**config.mk**
```make
export PLATFORM = sky130hd
export DESIGN_NAME = uart_rx_recovery_flat
export DESIGN_NICKNAME = d
export VERILOG_FILES = /design/src/verilog/uart_rx_pkg.sv /design/src/verilog/uart_link_if.sv /design/src/verilog/rx_frame_buffer.sv /design/src/verilog/uart_rx_recovery.sv /design/src/flat_wrapper.sv
export SDC_FILE = /design/constraint.sdc
export NUM_CORES = 1
export LEC_CHECK = 0
export BUFFER_PORTS_ARGS = -buffer_cell sky130_fd_sc_hd__buf_4
export CORE_UTILIZATION = 58
export DETAILED_ROUTE_END_ITERATION = 7
export PLACE_DENSITY = 0.74
export SETUP_SLACK_MARGIN = 0.4
export SLEW_MARGIN = 20
export SYNTH_ARGS = -nofsm -noshare
export SYNTH_HDL_FRONTEND = slang
export SYNTH_SLANG_ARGS = --single-unit
```
**constraint.sdc**
```tcl
create_clock -name clk_sys_in -period 2.3 [get_ports clk_sys_in]
set_input_delay 0.46 -clock clk_sys_in [delete_from_list [all_inputs] [get_ports clk_sys_in]]
set_output_delay 0.46 -clock clk_sys_in [all_outputs]
set_load 0.03 [all_outputs]
```
**src/verilog/uart_rx_pkg.sv**
```systemverilog
// Package with timing, frame and sampling constants for the recovering receiver.
package uart_rx_pkg;
  localparam int unsigned CLK_HZ = 40000000;
  localparam int unsigned BAUD_HZ = 115200;
  // Sample tick period in system clocks for the 16x rate; the 8x rate doubles the bit rate.
  localparam logic [15:0] TICK_DIV = 16'(CLK_HZ / (BAUD_HZ * 16));
  localparam logic [4:0] SAMPLES_NORMAL = 5'h10;
  localparam logic [4:0] SAMPLES_DOUBLE = 5'h08;
  localparam logic [4:0] VOTE_FIRST_NORMAL = 5'h08;
  localparam logic [4:0] VOTE_FIRST_DOUBLE = 5'h04;
  localparam logic [3:0] CHAR_BITS_NINE = 4'h9;
  localparam logic [2:0] CHAR_SIZE_NINE = 3'h7;
  localparam int unsigned DATA_W = 9;
  localparam int unsigned BUF_DEPTH = 2;
  localparam logic [2:0] CHAR_SIZE_RESET = 3'h3;
  localparam logic [0:0] IDLE_LEVEL = 1'h1;
endpackage : uart_rx_pkg

```
**src/verilog/uart_link_if.sv**
```systemverilog
// Serial link between the transmitting party and the recovering receiver.
`timescale 1ns/1ps
`default_nettype none
interface uart_link_if;
  logic serial_line;
  logic tx_sample_tick;
  modport peer_end (output serial_line, output tx_sample_tick);
  modport rx_end (input serial_line);
endinterface : uart_link_if
`default_nettype wire

```
**src/verilog/rx_frame_buffer.sv**
```systemverilog
// Two-entry frame buffer holding data with its frame error flag.
`timescale 1ns/1ps
`default_nettype none
module rx_frame_buffer (
  // Clock and reset
  input wire logic clk_sys_in,
  input wire logic rstn_in,
  // Fill side
  input wire logic in_valid_in,
  output logic in_ready_out,
  input wire logic [9:0] in_word_in,
  // Drain side
  output logic out_valid_out,
  input wire logic out_ready_in,
  output logic [9:0] out_word_out
);
  logic [9:0] slot_ff [2];
  logic wr_ptr_ff;
  logic rd_ptr_ff;
  logic [1:0] count_ff;
  logic push;
  logic pop;

  assign in_ready_out = (count_ff != 2'h2);
  assign out_valid_out = (count_ff != 2'h0);
  assign out_word_out = slot_ff[rd_ptr_ff];
  assign push = in_valid_in && in_ready_out;
  assign pop = out_valid_out && out_ready_in;

  always_ff @(posedge clk_sys_in) begin
    if (push) begin
      slot_ff[wr_ptr_ff] <= in_word_in;
    end
  end

  always_ff @(posedge clk_sys_in) begin
    if (!rstn_in) begin
      wr_ptr_ff <= 1'h0;
      rd_ptr_ff <= 1'h0;
      count_ff <= 2'h0;
    end else begin
      if (push) begin
        wr_ptr_ff <= ~wr_ptr_ff;
      end
      if (pop) begin
        rd_ptr_ff <= ~rd_ptr_ff;
      end
      count_ff <= count_ff + 2'(push) - 2'(pop);
    end
  end
endmodule : rx_frame_buffer
`default_nettype wire

```
**src/verilog/uart_rx_recovery.sv**
```systemverilog
// Receiver end: start validation, oversampled majority recovery and address filtering.
// What this block does
// - 16 sample states per bit, 8 in double speed.
// - Decide each bit by voting three centre samples.
// - Vote from sample 8, or 4 double speed.
// - Two or more high gives 1, else 0.
// - Recover through first stop bit, ignore the rest.
// - Stop bit voted zero sets frame error flag.
// - Accept next start right after last stop vote.
// - Normal mode tolerates 95.36 to 104.58 percent.
// - Double speed tolerates 96.00 to 103.90 percent.
// - Filter mode discards frames without address indication.
// - Transmitter unaffected by address filter mode.
// - Five to eight bits: stop bit marks address.
// - Nine bits: ninth bit marks address.
// - Indicator one is address, zero is data.
// - Address frames stored and flagged as normal.
// - Master sets ninth bit only for addresses.
// - Software clears filter on match, sets after data.
// - Filtered short frames need two stop bits.
// - Software avoids read-modify-write on filter bit.
// - Start validated by votes at 8-10 or 4-6.
// - Double speed halves samples per bit.
// - Frame error flag travels with its frame.
`timescale 1ns/1ps
`default_nettype none
module uart_rx_recovery (
  // Clock and reset
  input wire logic clk_sys_in,
  input wire logic rstn_in,
  // Serial link
  uart_link_if.rx_end link,
  // Configuration
  input wire logic double_speed_select_in,
  input wire logic address_filter_mode_in,
  input wire logic [2:0] char_size_select_in,
  // Received frames
  output logic rx_complete_flag_out,
  output logic [7:0] data_buffer_port_out,
  output logic rx_ninth_bit_out,
  output logic frame_error_flag_out,
  input wire logic rx_read_in,
  output logic overrun_out
);
  typedef enum logic [1:0] {
    ST_IDLE = 2'b00,
    ST_START = 2'b01,
    ST_BITS = 2'b10
  } rx_state_e;

  rx_state_e state_ff;
  logic [1:0] sync_ff;
  logic [15:0] div_ff;
  logic tick;
  logic [4:0] sample_ff;
  logic [2:0] votes_ff;
  logic [3:0] bit_idx_ff;
  logic [8:0] shift_ff;
  logic push_ff;
  logic [9:0] push_word_ff;
  logic buf_ready;
  logic buf_valid;
  logic [9:0] buf_word;
  logic overrun_ff;
  logic [4:0] spb;
  logic [4:0] vote_first;
  logic [3:0] char_bits;
  logic bit_done;
  logic voted;
  logic indicator;

  function automatic logic majority(input logic [2:0] s);
    majority = (s[0] & s[1]) | (s[0] & s[2]) | (s[1] & s[2]);
  endfunction : majority

  // Nine-bit frames use the top size code; the other codes count up from five data bits.
  function automatic logic [3:0] char_bits_of(input logic [2:0] size);
    if (size == uart_rx_pkg::CHAR_SIZE_NINE) begin
      char_bits_of = uart_rx_pkg::CHAR_BITS_NINE;
    end else begin
      char_bits_of = {1'b0, size} + 4'h5;
    end
  endfunction : char_bits_of

  // Pin passes two flip-flops before any logic reads it.
  always_ff @(posedge clk_sys_in) begin
    if (!rstn_in) begin
      sync_ff <= {2{uart_rx_pkg::IDLE_LEVEL}};
    end else begin
      sync_ff <= {sync_ff[0], link.serial_line};
    end
  end

  // Divisor stays the same in double speed; the bit rate doubles because a bit is only 8 samples.
  always_ff @(posedge clk_sys_in) begin
    if (!rstn_in || tick) begin
      div_ff <= 16'h0000;
    end else begin
      div_ff <= div_ff + 16'h0001;
    end
  end
  assign tick = (div_ff == uart_rx_pkg::TICK_DIV - 16'h0001);

  assign spb = double_speed_select_in ? uart_rx_pkg::SAMPLES_DOUBLE : uart_rx_pkg::SAMPLES_NORMAL;
  assign vote_first = double_speed_select_in ? uart_rx_pkg::VOTE_FIRST_DOUBLE
                                             : uart_rx_pkg::VOTE_FIRST_NORMAL;
  assign char_bits = char_bits_of(char_size_select_in);
  assign bit_done = tick && (sample_ff == vote_first + 5'h02);
  assign voted = majority({votes_ff[1:0], sync_ff[1]});

  always_ff @(posedge clk_sys_in) begin
    if (!rstn_in) begin
      state_ff <= ST_IDLE;
      sample_ff <= 5'h00;
      votes_ff <= 3'h0;
      bit_idx_ff <= 4'h0;
      shift_ff <= 9'h000;
      push_ff <= 1'b0;
      push_word_ff <= 10'h000;
    end else begin
      push_ff <= 1'b0;
      if (tick) begin
        votes_ff <= {votes_ff[1:0], sync_ff[1]};
      end
      unique case (state_ff)
        ST_IDLE: begin
          if (tick && !sync_ff[1]) begin
            state_ff <= ST_START;
            sample_ff <= 5'h02;
          end
        end
        ST_START: begin
          if (tick) begin
            sample_ff <= sample_ff + 5'h01;
            if (bit_done) begin
              if (voted) begin
                state_ff <= ST_IDLE;
              end else begin
                state_ff <= ST_BITS;
                bit_idx_ff <= 4'h0;
                shift_ff <= 9'h000;
                // Continue counting from the sample after the start vote, so later votes land mid-bit.
                sample_ff <= vote_first + 5'h03;
              end
            end
          end
        end
        ST_BITS: begin
          if (tick) begin
            sample_ff <= (sample_ff == spb) ? 5'h01 : sample_ff + 5'h01;
            if (bit_done) begin
              if (bit_idx_ff == char_bits) begin
                // Early return to idle lets the next start edge be seen at once.
                state_ff <= ST_IDLE;
                push_word_ff <= {~voted, shift_ff};
                push_ff <= !address_filter_mode_in || indicator;
              end else begin
                // Bits land LSB first at their own index; unused upper bits stay zero.
                shift_ff[bit_idx_ff] <= voted;
                bit_idx_ff <= bit_idx_ff + 4'h1;
              end
            end
          end
        end
        default: state_ff <= ST_IDLE;
      endcase
    end
  end

  // A frame arriving with the buffer full is lost and flagged, never stored.
  always_ff @(posedge clk_sys_in) begin
    if (!rstn_in) begin
      overrun_ff <= 1'b0;
    end else if (push_ff && !buf_ready) begin
      overrun_ff <= 1'b1;
    end else if (push_ff) begin
      overrun_ff <= 1'b0;
    end
  end

  rx_frame_buffer u_buf (
    .clk_sys_in(clk_sys_in),
    .rstn_in(rstn_in),
    .in_valid_in(push_ff),
    .in_ready_out(buf_ready),
    .in_word_in(push_word_ff),
    .out_valid_out(buf_valid),
    .out_ready_in(rx_read_in),
    .out_word_out(buf_word)
  );

  always_ff @(posedge clk_sys_in) begin
    if (!rstn_in) begin
      rx_complete_flag_out <= 1'b0;
      data_buffer_port_out <= 8'h00;
      rx_ninth_bit_out <= 1'b0;
      frame_error_flag_out <= 1'b0;
      overrun_out <= 1'b0;
    end else begin
      rx_complete_flag_out <= buf_valid;
      data_buffer_port_out <= buf_word[7:0];
      rx_ninth_bit_out <= buf_word[8];
      frame_error_flag_out <= buf_valid && buf_word[9];
      overrun_out <= overrun_ff;
    end
  end
  // Short frames carry the frame type in the first stop bit, nine-bit frames in the ninth bit.
  assign indicator = (char_bits == uart_rx_pkg::CHAR_BITS_NINE) ? shift_ff[8] : voted;
endmodule : uart_rx_recovery
`default_nettype wire
```
**src/flat_wrapper.sv**
```systemverilog
// flat-port wrapper written by rule: the top's interface ports become plain ports
module uart_rx_recovery_flat 
  (clk_sys_in, rstn_in, double_speed_select_in, address_filter_mode_in, char_size_select_in, rx_complete_flag_out, data_buffer_port_out, rx_ninth_bit_out, frame_error_flag_out, rx_read_in, overrun_out, link_serial_line);
  uart_link_if link_i ();
  input wire logic clk_sys_in;
  input wire logic rstn_in;
  input wire logic double_speed_select_in;
  input wire logic address_filter_mode_in;
  input wire logic [2:0] char_size_select_in;
  output logic rx_complete_flag_out;
  output logic [7:0] data_buffer_port_out;
  output logic rx_ninth_bit_out;
  output logic frame_error_flag_out;
  input wire logic rx_read_in;
  output logic overrun_out;
  input wire logic [$bits(link_i.serial_line)-1:0] link_serial_line;
  assign link_i.serial_line = link_serial_line;
  uart_rx_recovery u_core (.clk_sys_in(clk_sys_in), .rstn_in(rstn_in), .link(link_i), .double_speed_select_in(double_speed_select_in), .address_filter_mode_in(address_filter_mode_in), .char_size_select_in(char_size_select_in), .rx_complete_flag_out(rx_complete_flag_out), .data_buffer_port_out(data_buffer_port_out), .rx_ninth_bit_out(rx_ninth_bit_out), .frame_error_flag_out(frame_error_flag_out), .rx_read_in(rx_read_in), .overrun_out(overrun_out));
endmodule
```
-- Yosys cells after proc, flatten, opt, wreduce, memory -nomap -nowiden
Memories as Yosys holds them, arrays and structs flattened. A register that Yosys moved wholly into a read port is not among the register bits.
Index checks and enable logic that the tools add are counted.
- register bits: 68
- memory bits (writable): 20
- output and inout port bits: 12
- word-level logic and storage cells: 119
- memories: 1
- memories (memory ; words ; bits a word ; rd ports ; clocked after Yosys merged registers in ; wr ports ; line ; text):
    u_core.u_buf.slot_ff ; 2 ; 10 ; 1 ; 1 ; 1 ; rx_frame_buffer.sv:17 ; logic [9:0] slot_ff [2];
- add/subtract/negate cells: 8
- $lt $le $gt $ge: 2
- eq/ne operators: 17
- multiplexer cells: 42
- bitwise operators: 8
- reductions and logical operators: 23
- operator list (operator ; count):
    9-bit 2-to-1 mux ; 6
    5-bit 2-to-1 mux ; 7
    4-bit 2-to-1 mux ; 8
    9-bit case mux with 2 select lines ; 1
    16-bit by 1-bit adder with 16-bit output, second input constant ; 1
    16-bit by 5-bit equality test with 1-bit output, second input constant ; 1
    5-bit case mux with 3 select lines ; 1
    2-bit 2-to-1 mux ; 7
    2-bit by 1-bit != test with 1-bit output, second input constant ; 6
    5-bit by 2-bit adder with 5-bit output, second input constant ; 2
    5-bit equality test ; 2
    9-bit bitwise mux ; 1
    1-bit 2-to-1 mux ; 8
    4-bit case mux with 2 select lines ; 1
    4-bit AND reduction ; 2
    1-bit logical AND ; 7
    7-bit AND reduction ; 1
    2-bit != test, second input constant ; 3
    2-bit case mux with 3 select lines ; 1
    6-bit AND reduction ; 1
    2-bit nonzero test ; 3
    5-bit by 1-bit adder with 5-bit output, second input constant ; 1
    4-bit by 5-bit < comparator with 1-bit output, second input constant ; 1
    5-bit AND reduction ; 1
    18 further kinds ; 27

-- Longest topological paths before layout
- depth after elaboration: 9
- depth in mapped cells: 9

-- By module
Synthesis repeated with hierarchy kept, for this count alone.
- cell total of the unflattened synthesis: 392
- area, all modules: 4060.1 um^2
- by module, submodules not included (module ; times used ; cells each ; area each (um^2) ; seq. area each (um^2)):
    uart_rx_recovery ; 1 ; 337 ; 3106.7 ; 1281.2
    rx_frame_buffer ; 1 ; 55 ; 953.4 ; 700.7

-- Worst setup path after synthesis
Ideal clock, no wire load.
- path kind: input -> register
- start: input char_size_select_in[0]
- end: register u_core.shift_ff[0]
- library setup time: 117 ps
- data arrival time: 1907 ps
- setup slack: 276 ps
- stages: 8
- path buffers: 1
- path through: ha_1 nand2b_1 and3_1 o22ai_2 o211ai_2 buf_4 a21o_1 a22o_1
- cells in the longest elaborated chain, start to end: 5
- ends and longest elaborated chain (element ; line ; text):
    start, declared ; flat_wrapper.sv:9 ; input wire logic [2:0] char_size_select_in;
    3-bit by 3-bit adder with 4-bit output / 3-bit equality test (equally long branches) ; uart_rx_recovery.sv:81, uart_rx_recovery.sv:78 ;
    4-bit 2-to-1 mux (*) ; uart_rx_recovery.sv:78 ; if (size == uart_rx_pkg::CHAR_SIZE_NINE) begin
    4-bit equality test (*) ; uart_rx_recovery.sv:152 ; if (bit_idx_ff == char_bits) begin
    2-bit != test (no source line) (*) ; - ;
    7-bit AND reduction (no source line) (*) ; - ;
    end signal, assigned by index ; uart_rx_recovery.sv:159 ; shift_ff[bit_idx_ff] <= voted;
    end, declared ; uart_rx_recovery.sv:58 ; logic [8:0] shift_ff;
Mark *: on every way between the ends. The rest lies on a longest branch, timed or not.
A chain may end at the register's enable or synchronous reset.

-- Final worst setup path
- start: register u_core.sample_ff[0]
- end: register u_core.state_ff[1]
- cells in the longest elaborated chain, start to end: 4
- ends and longest elaborated chain (element ; line ; text):
    start, declared ; uart_rx_recovery.sv:55 ; logic [4:0] sample_ff;
    start signal, assigned ; uart_rx_recovery.sv:134 ; sample_ff <= sample_ff + 5'h01;
    start signal, assigned ; uart_rx_recovery.sv:143 ; sample_ff <= vote_first + 5'h03;
    start signal, assigned ; uart_rx_recovery.sv:150 ; sample_ff <= (sample_ff == spb) ? 5'h01 : sample_ff + 5'h01;
    5-bit equality test (*) ; uart_rx_recovery.sv:108 ; assign bit_done = tick && (sample_ff == vote_first + 5'h02);
    1-bit logical AND (*) ; uart_rx_recovery.sv:108 ;
    2-bit by 1-bit != test with 1-bit output (no source line) ; - ;
    6-bit AND reduction (no source line) (*) ; - ;
    end signal, assigned ; uart_rx_recovery.sv:113 ; state_ff <= ST_IDLE;
    end signal, assigned ; uart_rx_recovery.sv:128 ; state_ff <= ST_START;
    end signal, assigned ; uart_rx_recovery.sv:137 ; state_ff <= ST_IDLE;
    end, declared ; uart_rx_recovery.sv:51 ; rx_state_e state_ff;
Marks and branches as above.

==> flow_summary.toml <==
[status]
status = "completed"

[floorplan]
std_cell_rows = 30
start_util = 0.5996
die_x_um = 85.81
ioPinCount = 21
die-area_um2 = 7363
die_h_um = 85.81
coreArea_um2 = 6794

[clock_tree]
root_buffer = "clkbuf_8"
clockBufferDepth = 2
htreeDepth = 3
cts_tree = "done"
cts_buffers = 9
cts_hold_buf = 0
insertion_delay_ns = 0.35
clk_pin_slew_ns = 0.08
cts.sinks = 89

[logic_synthesis]
ys.flop_type = "dfxtp_1"
syn_inst = 389
synth_top_area_frac = 0.3391
avgSynthCellArea_um2 = 10.47
ys_warn_count = 0
synth_area_leaders = "dfxtp_1 (34%), edfxtp_1 (15%), mux2i_1 (6.6%)"
synthesis.nets = 414
async_flop_share = 0
synth-edff-count = 20
synth_seq_cells = 89
yosysSeqAreaShare = 0.4865
synthesis.area_um2 = 4074
synth_cell_types = 62
yosys.area.top_type = "dfxtp_1"

[route]
routedWlPerCell_um = 14.48
drcViolationCount = 0
antenna_left = 0
vias = 2928
finalWirelength_mm = 7.774
vias_per_cell = 5.453
drtIter0Drc = 136
first_pass_iters = 4

[min_path]
hold_path_class = "in -> reg"

[global_routing]
grt_max_degree = 27
grt_util_met3 = 0.05967
grt.met1_usage = 0.2833
grt_usage = 0.2231
grt_busiest_layer = "met2"
gr-total-overflow = 0
grt_util_met2 = 0.3673
grt_pass1_vias = 2754
antenna_found_initial = 0
grt_pass1_wl_mm = 12.74

[timing]
min_period_ns = 1.994
max-slew-margin-rel = 0.6285
final_max_slew_viol_count = 0
max_freq_mhz = 501.6
final.setup.tns_ns = 0
worst_pin_slew_ns = 0.5566
hold_viol = 0
rsz0062_at_grt = "true"
clock_skew_ns = 0.008218
period_share = 0.8668
finalSetupViolCount = 0

[final_layout]
fin_nets = 461
drive_gt1_frac = 0.2789
n_antenna_cell = 0
area_growth_pct = 21.74
final_core_util = 0.7300

[worst_setup_path]
startpoint_type = "flop"
cp-endpoint = "u_core.state_ff[1]"
cp_slowest_cell = "dfxtp_1"
cp-end-kind = "flop"
max_stage_delay_ns = 0.35
reg2reg_depth = 9
critPathRequiredTime_ns = 2.53
reg2reg_from = "u_core.sample_ff[0]"
reg2reg_slack_ns = 0.31
crit_path_max_fanout = 4
crit_chain = "inv_1 > ha_1 > nor2b_1 > o21ai_2 > or2_4 > buf_6 > nor4_4 > buf_4 > o41ai_1"
crit_type = "reg -> reg"
crit_path_start = "u_core.sample_ff[0]"
critPathArrivalTime_ns = 2.22
r2r-end = "u_core.state_ff[1]"

[power_and_ir_drop]
max-vdd-ir-drop_mv = 0.4170
p_per_area_nw_per_um2 = 625.8
leakage_nw = 1.889

[place]
dp_hpwl_mm = 5.029
port_buffers = 20
gp_congestion = 0.8195

[job]
maxCapViolations = 0
how the worst min path moves through the flow:
| stage | start | to | slack (ns) | cells past startpoint |
|---|---|---|---|---|
| after floorplan | u_core.sync_ff[0] | u_core.sync_ff[1] | 0.39 | 1 |
| after global placement | u_core.sync_ff[0] | u_core.sync_ff[1] | 0.43 | 1 |
| after detailed placement | u_core.sync_ff[0] | u_core.sync_ff[1] | 0.43 | 1 |
| after CTS | link_serial_line | u_core.sync_ff[0] | 0.28 | 2 |
| after global routing | link_serial_line | u_core.sync_ff[0] | 0.28 | 2 |
| final | link_serial_line | u_core.sync_ff[0] | 0.30 | 2 |
worst max-delay path, delay by kind of cell (launching register included):
| family | cells | cell delay [ns] |
|---|---|---|
| adders and majority gates | 1 | 0.15 |
| buffers and inverters | 3 | 0.42 |
| AOI/OAI and AO/OA | 2 | 0.20 |
| DFF | 1 | 0.35 |
| and+or+nand+nor | 3 | 0.75 |
per-layer routing:
layer / routed length [um] / part of all wire
met1: 3652 / 0.47
met2: 3747 / 0.48
met3: 292 / 0.038
met4: 82 / 0.011
met5: 0 / 0
layout by cell type (no fill, tap or decap), types with 6 or more instances in the layout:
cell,netlist,final
xor2_1,9,9
nand4_1,6,6
o21ai_0,9,7
a21oi_1,17,16
ha_1,16,13
mux2i_1,27,26
dfxtp_2,0,10
clkbuf_8,0,9
inv_1,16,12
xnor2_1,9,8
a22o_1,8,8
buf_4,1,41
edfxtp_1,20,20
buf_6,2,6
nand3_1,11,10
a21o_1,9,9
nor2_1,56,52
nand2_1,17,17
nor2b_1,6,6
dfxtp_1,69,59
area by class of cell:
cell class              instances  area [um2]
inverters                      18       70.07
well taps                      96       120.1
multi-input cells             269        2147
repair buffers                 49       422.9
clock inverters                 7       81.33
flip-flops and latches         89        1994
clock buffers                   9       123.9
fillers                       470        1834
where the power goes:
part           internal [mW]  switching [mW]  total [mW]  leakage (nW)
combinational          0.151           0.162       0.313          1.08
clock                  0.521           0.576        1.10         0.107
sequential              1.64          0.0519        1.69         0.703
total                   2.31           0.790        3.10          1.89
cell usage after synthesis, types with 4 or more instances:
cell type and number:
or3_1 4, nand2_1 17, xor2_1 9, ha_1 16, inv_1 16, mux2i_1 27, nand2b_1 6, clkbuf_1 9
edfxtp_1 20, o21ai_0 9, a22o_1 8, a21o_1 9, a21oi_1 17, dfxtp_1 69, xnor2_1 9, nand3_1 11
nor2_1 56, nor2b_1 6, nand4_1 6
logic make-up (layout without fill, tap and decap cells):
logic type | count (synthesis) | count (layout) | share of synthesized area
AO/OA/AOI/OAI | 70 | 70 | 0.1256
XOR/XNOR | 18 | 18 | 0.03870
buffers and inverters | 31 | 83 | 0.03348
AND/OR/NAND/NOR | 137 | 137 | 0.1975
multiplexers | 28 | 28 | 0.06910
adder cells (fa/ha/maj) | 16 | 16 | 0.04914
flip-flops | 89 | 89 | 0.4865
what timing repair did:
item                                   in CTS  in global routing
pin swaps                                  12                  4
buffers inserted                           11                  5
endpoints found under the hold margin       0                  0
resized for setup                          26                 23
setup endpoints to repair                  28                 32
cloned                                      1                  1
state kept, by name (all words and copies together), names as in the netlist, named ones only:
| register | count |
|---|---|
| u_core.u_buf.wr_ptr_ff | 1 |
| u_core.sample_ff | 5 |
| u_core.u_buf.slot_ff | 20 |
| u_core.u_buf.rd_ptr_ff | 1 |
| u_core.rx_complete_flag_out | 1 |
| u_core.data_buffer_port_out | 8 |
| u_core.frame_error_flag_out | 1 |
| u_core.u_buf.count_ff | 2 |
| u_core.state_ff | 2 |
| u_core.push_word_ff | 10 |
| u_core.overrun_out | 1 |
| u_core.sync_ff | 2 |
| u_core.div_ff | 16 |
| u_core.bit_idx_ff | 4 |
| u_core.overrun_ff | 1 |
| u_core.rx_ninth_bit_out | 1 |
| u_core.push_ff | 1 |
| u_core.votes_ff | 2 |
| u_core.shift_ff | 9 |
metrics by stage:
| stage | power, mW | setup WS [ns] | instance area [um2] | std cells | hold WS (ns) |
|---|---|---|---|---|---|
| 2_1_floorplan | 1.935 | 0.4008 | 4126 | 389 | 0.3863 |
| 3_3_place_gp | 2.008 | 0.1762 | 4418 | 503 | 0.4273 |
| 3_5_place_dp | 2.018 | 0.1354 | 4418 | 503 | 0.4329 |
| 4_1_cts | 3.120 | 0.3331 | 4820 | 531 | 0.2830 |
| 5_1_grt | 3.225 | 0.1948 | 4960 | 537 | 0.2759 |
| 6_report | 3.104 | 0.3063 | 4960 | 537 | 0.2957 |
Note: power is estimated with default switching activity, not from simulation.
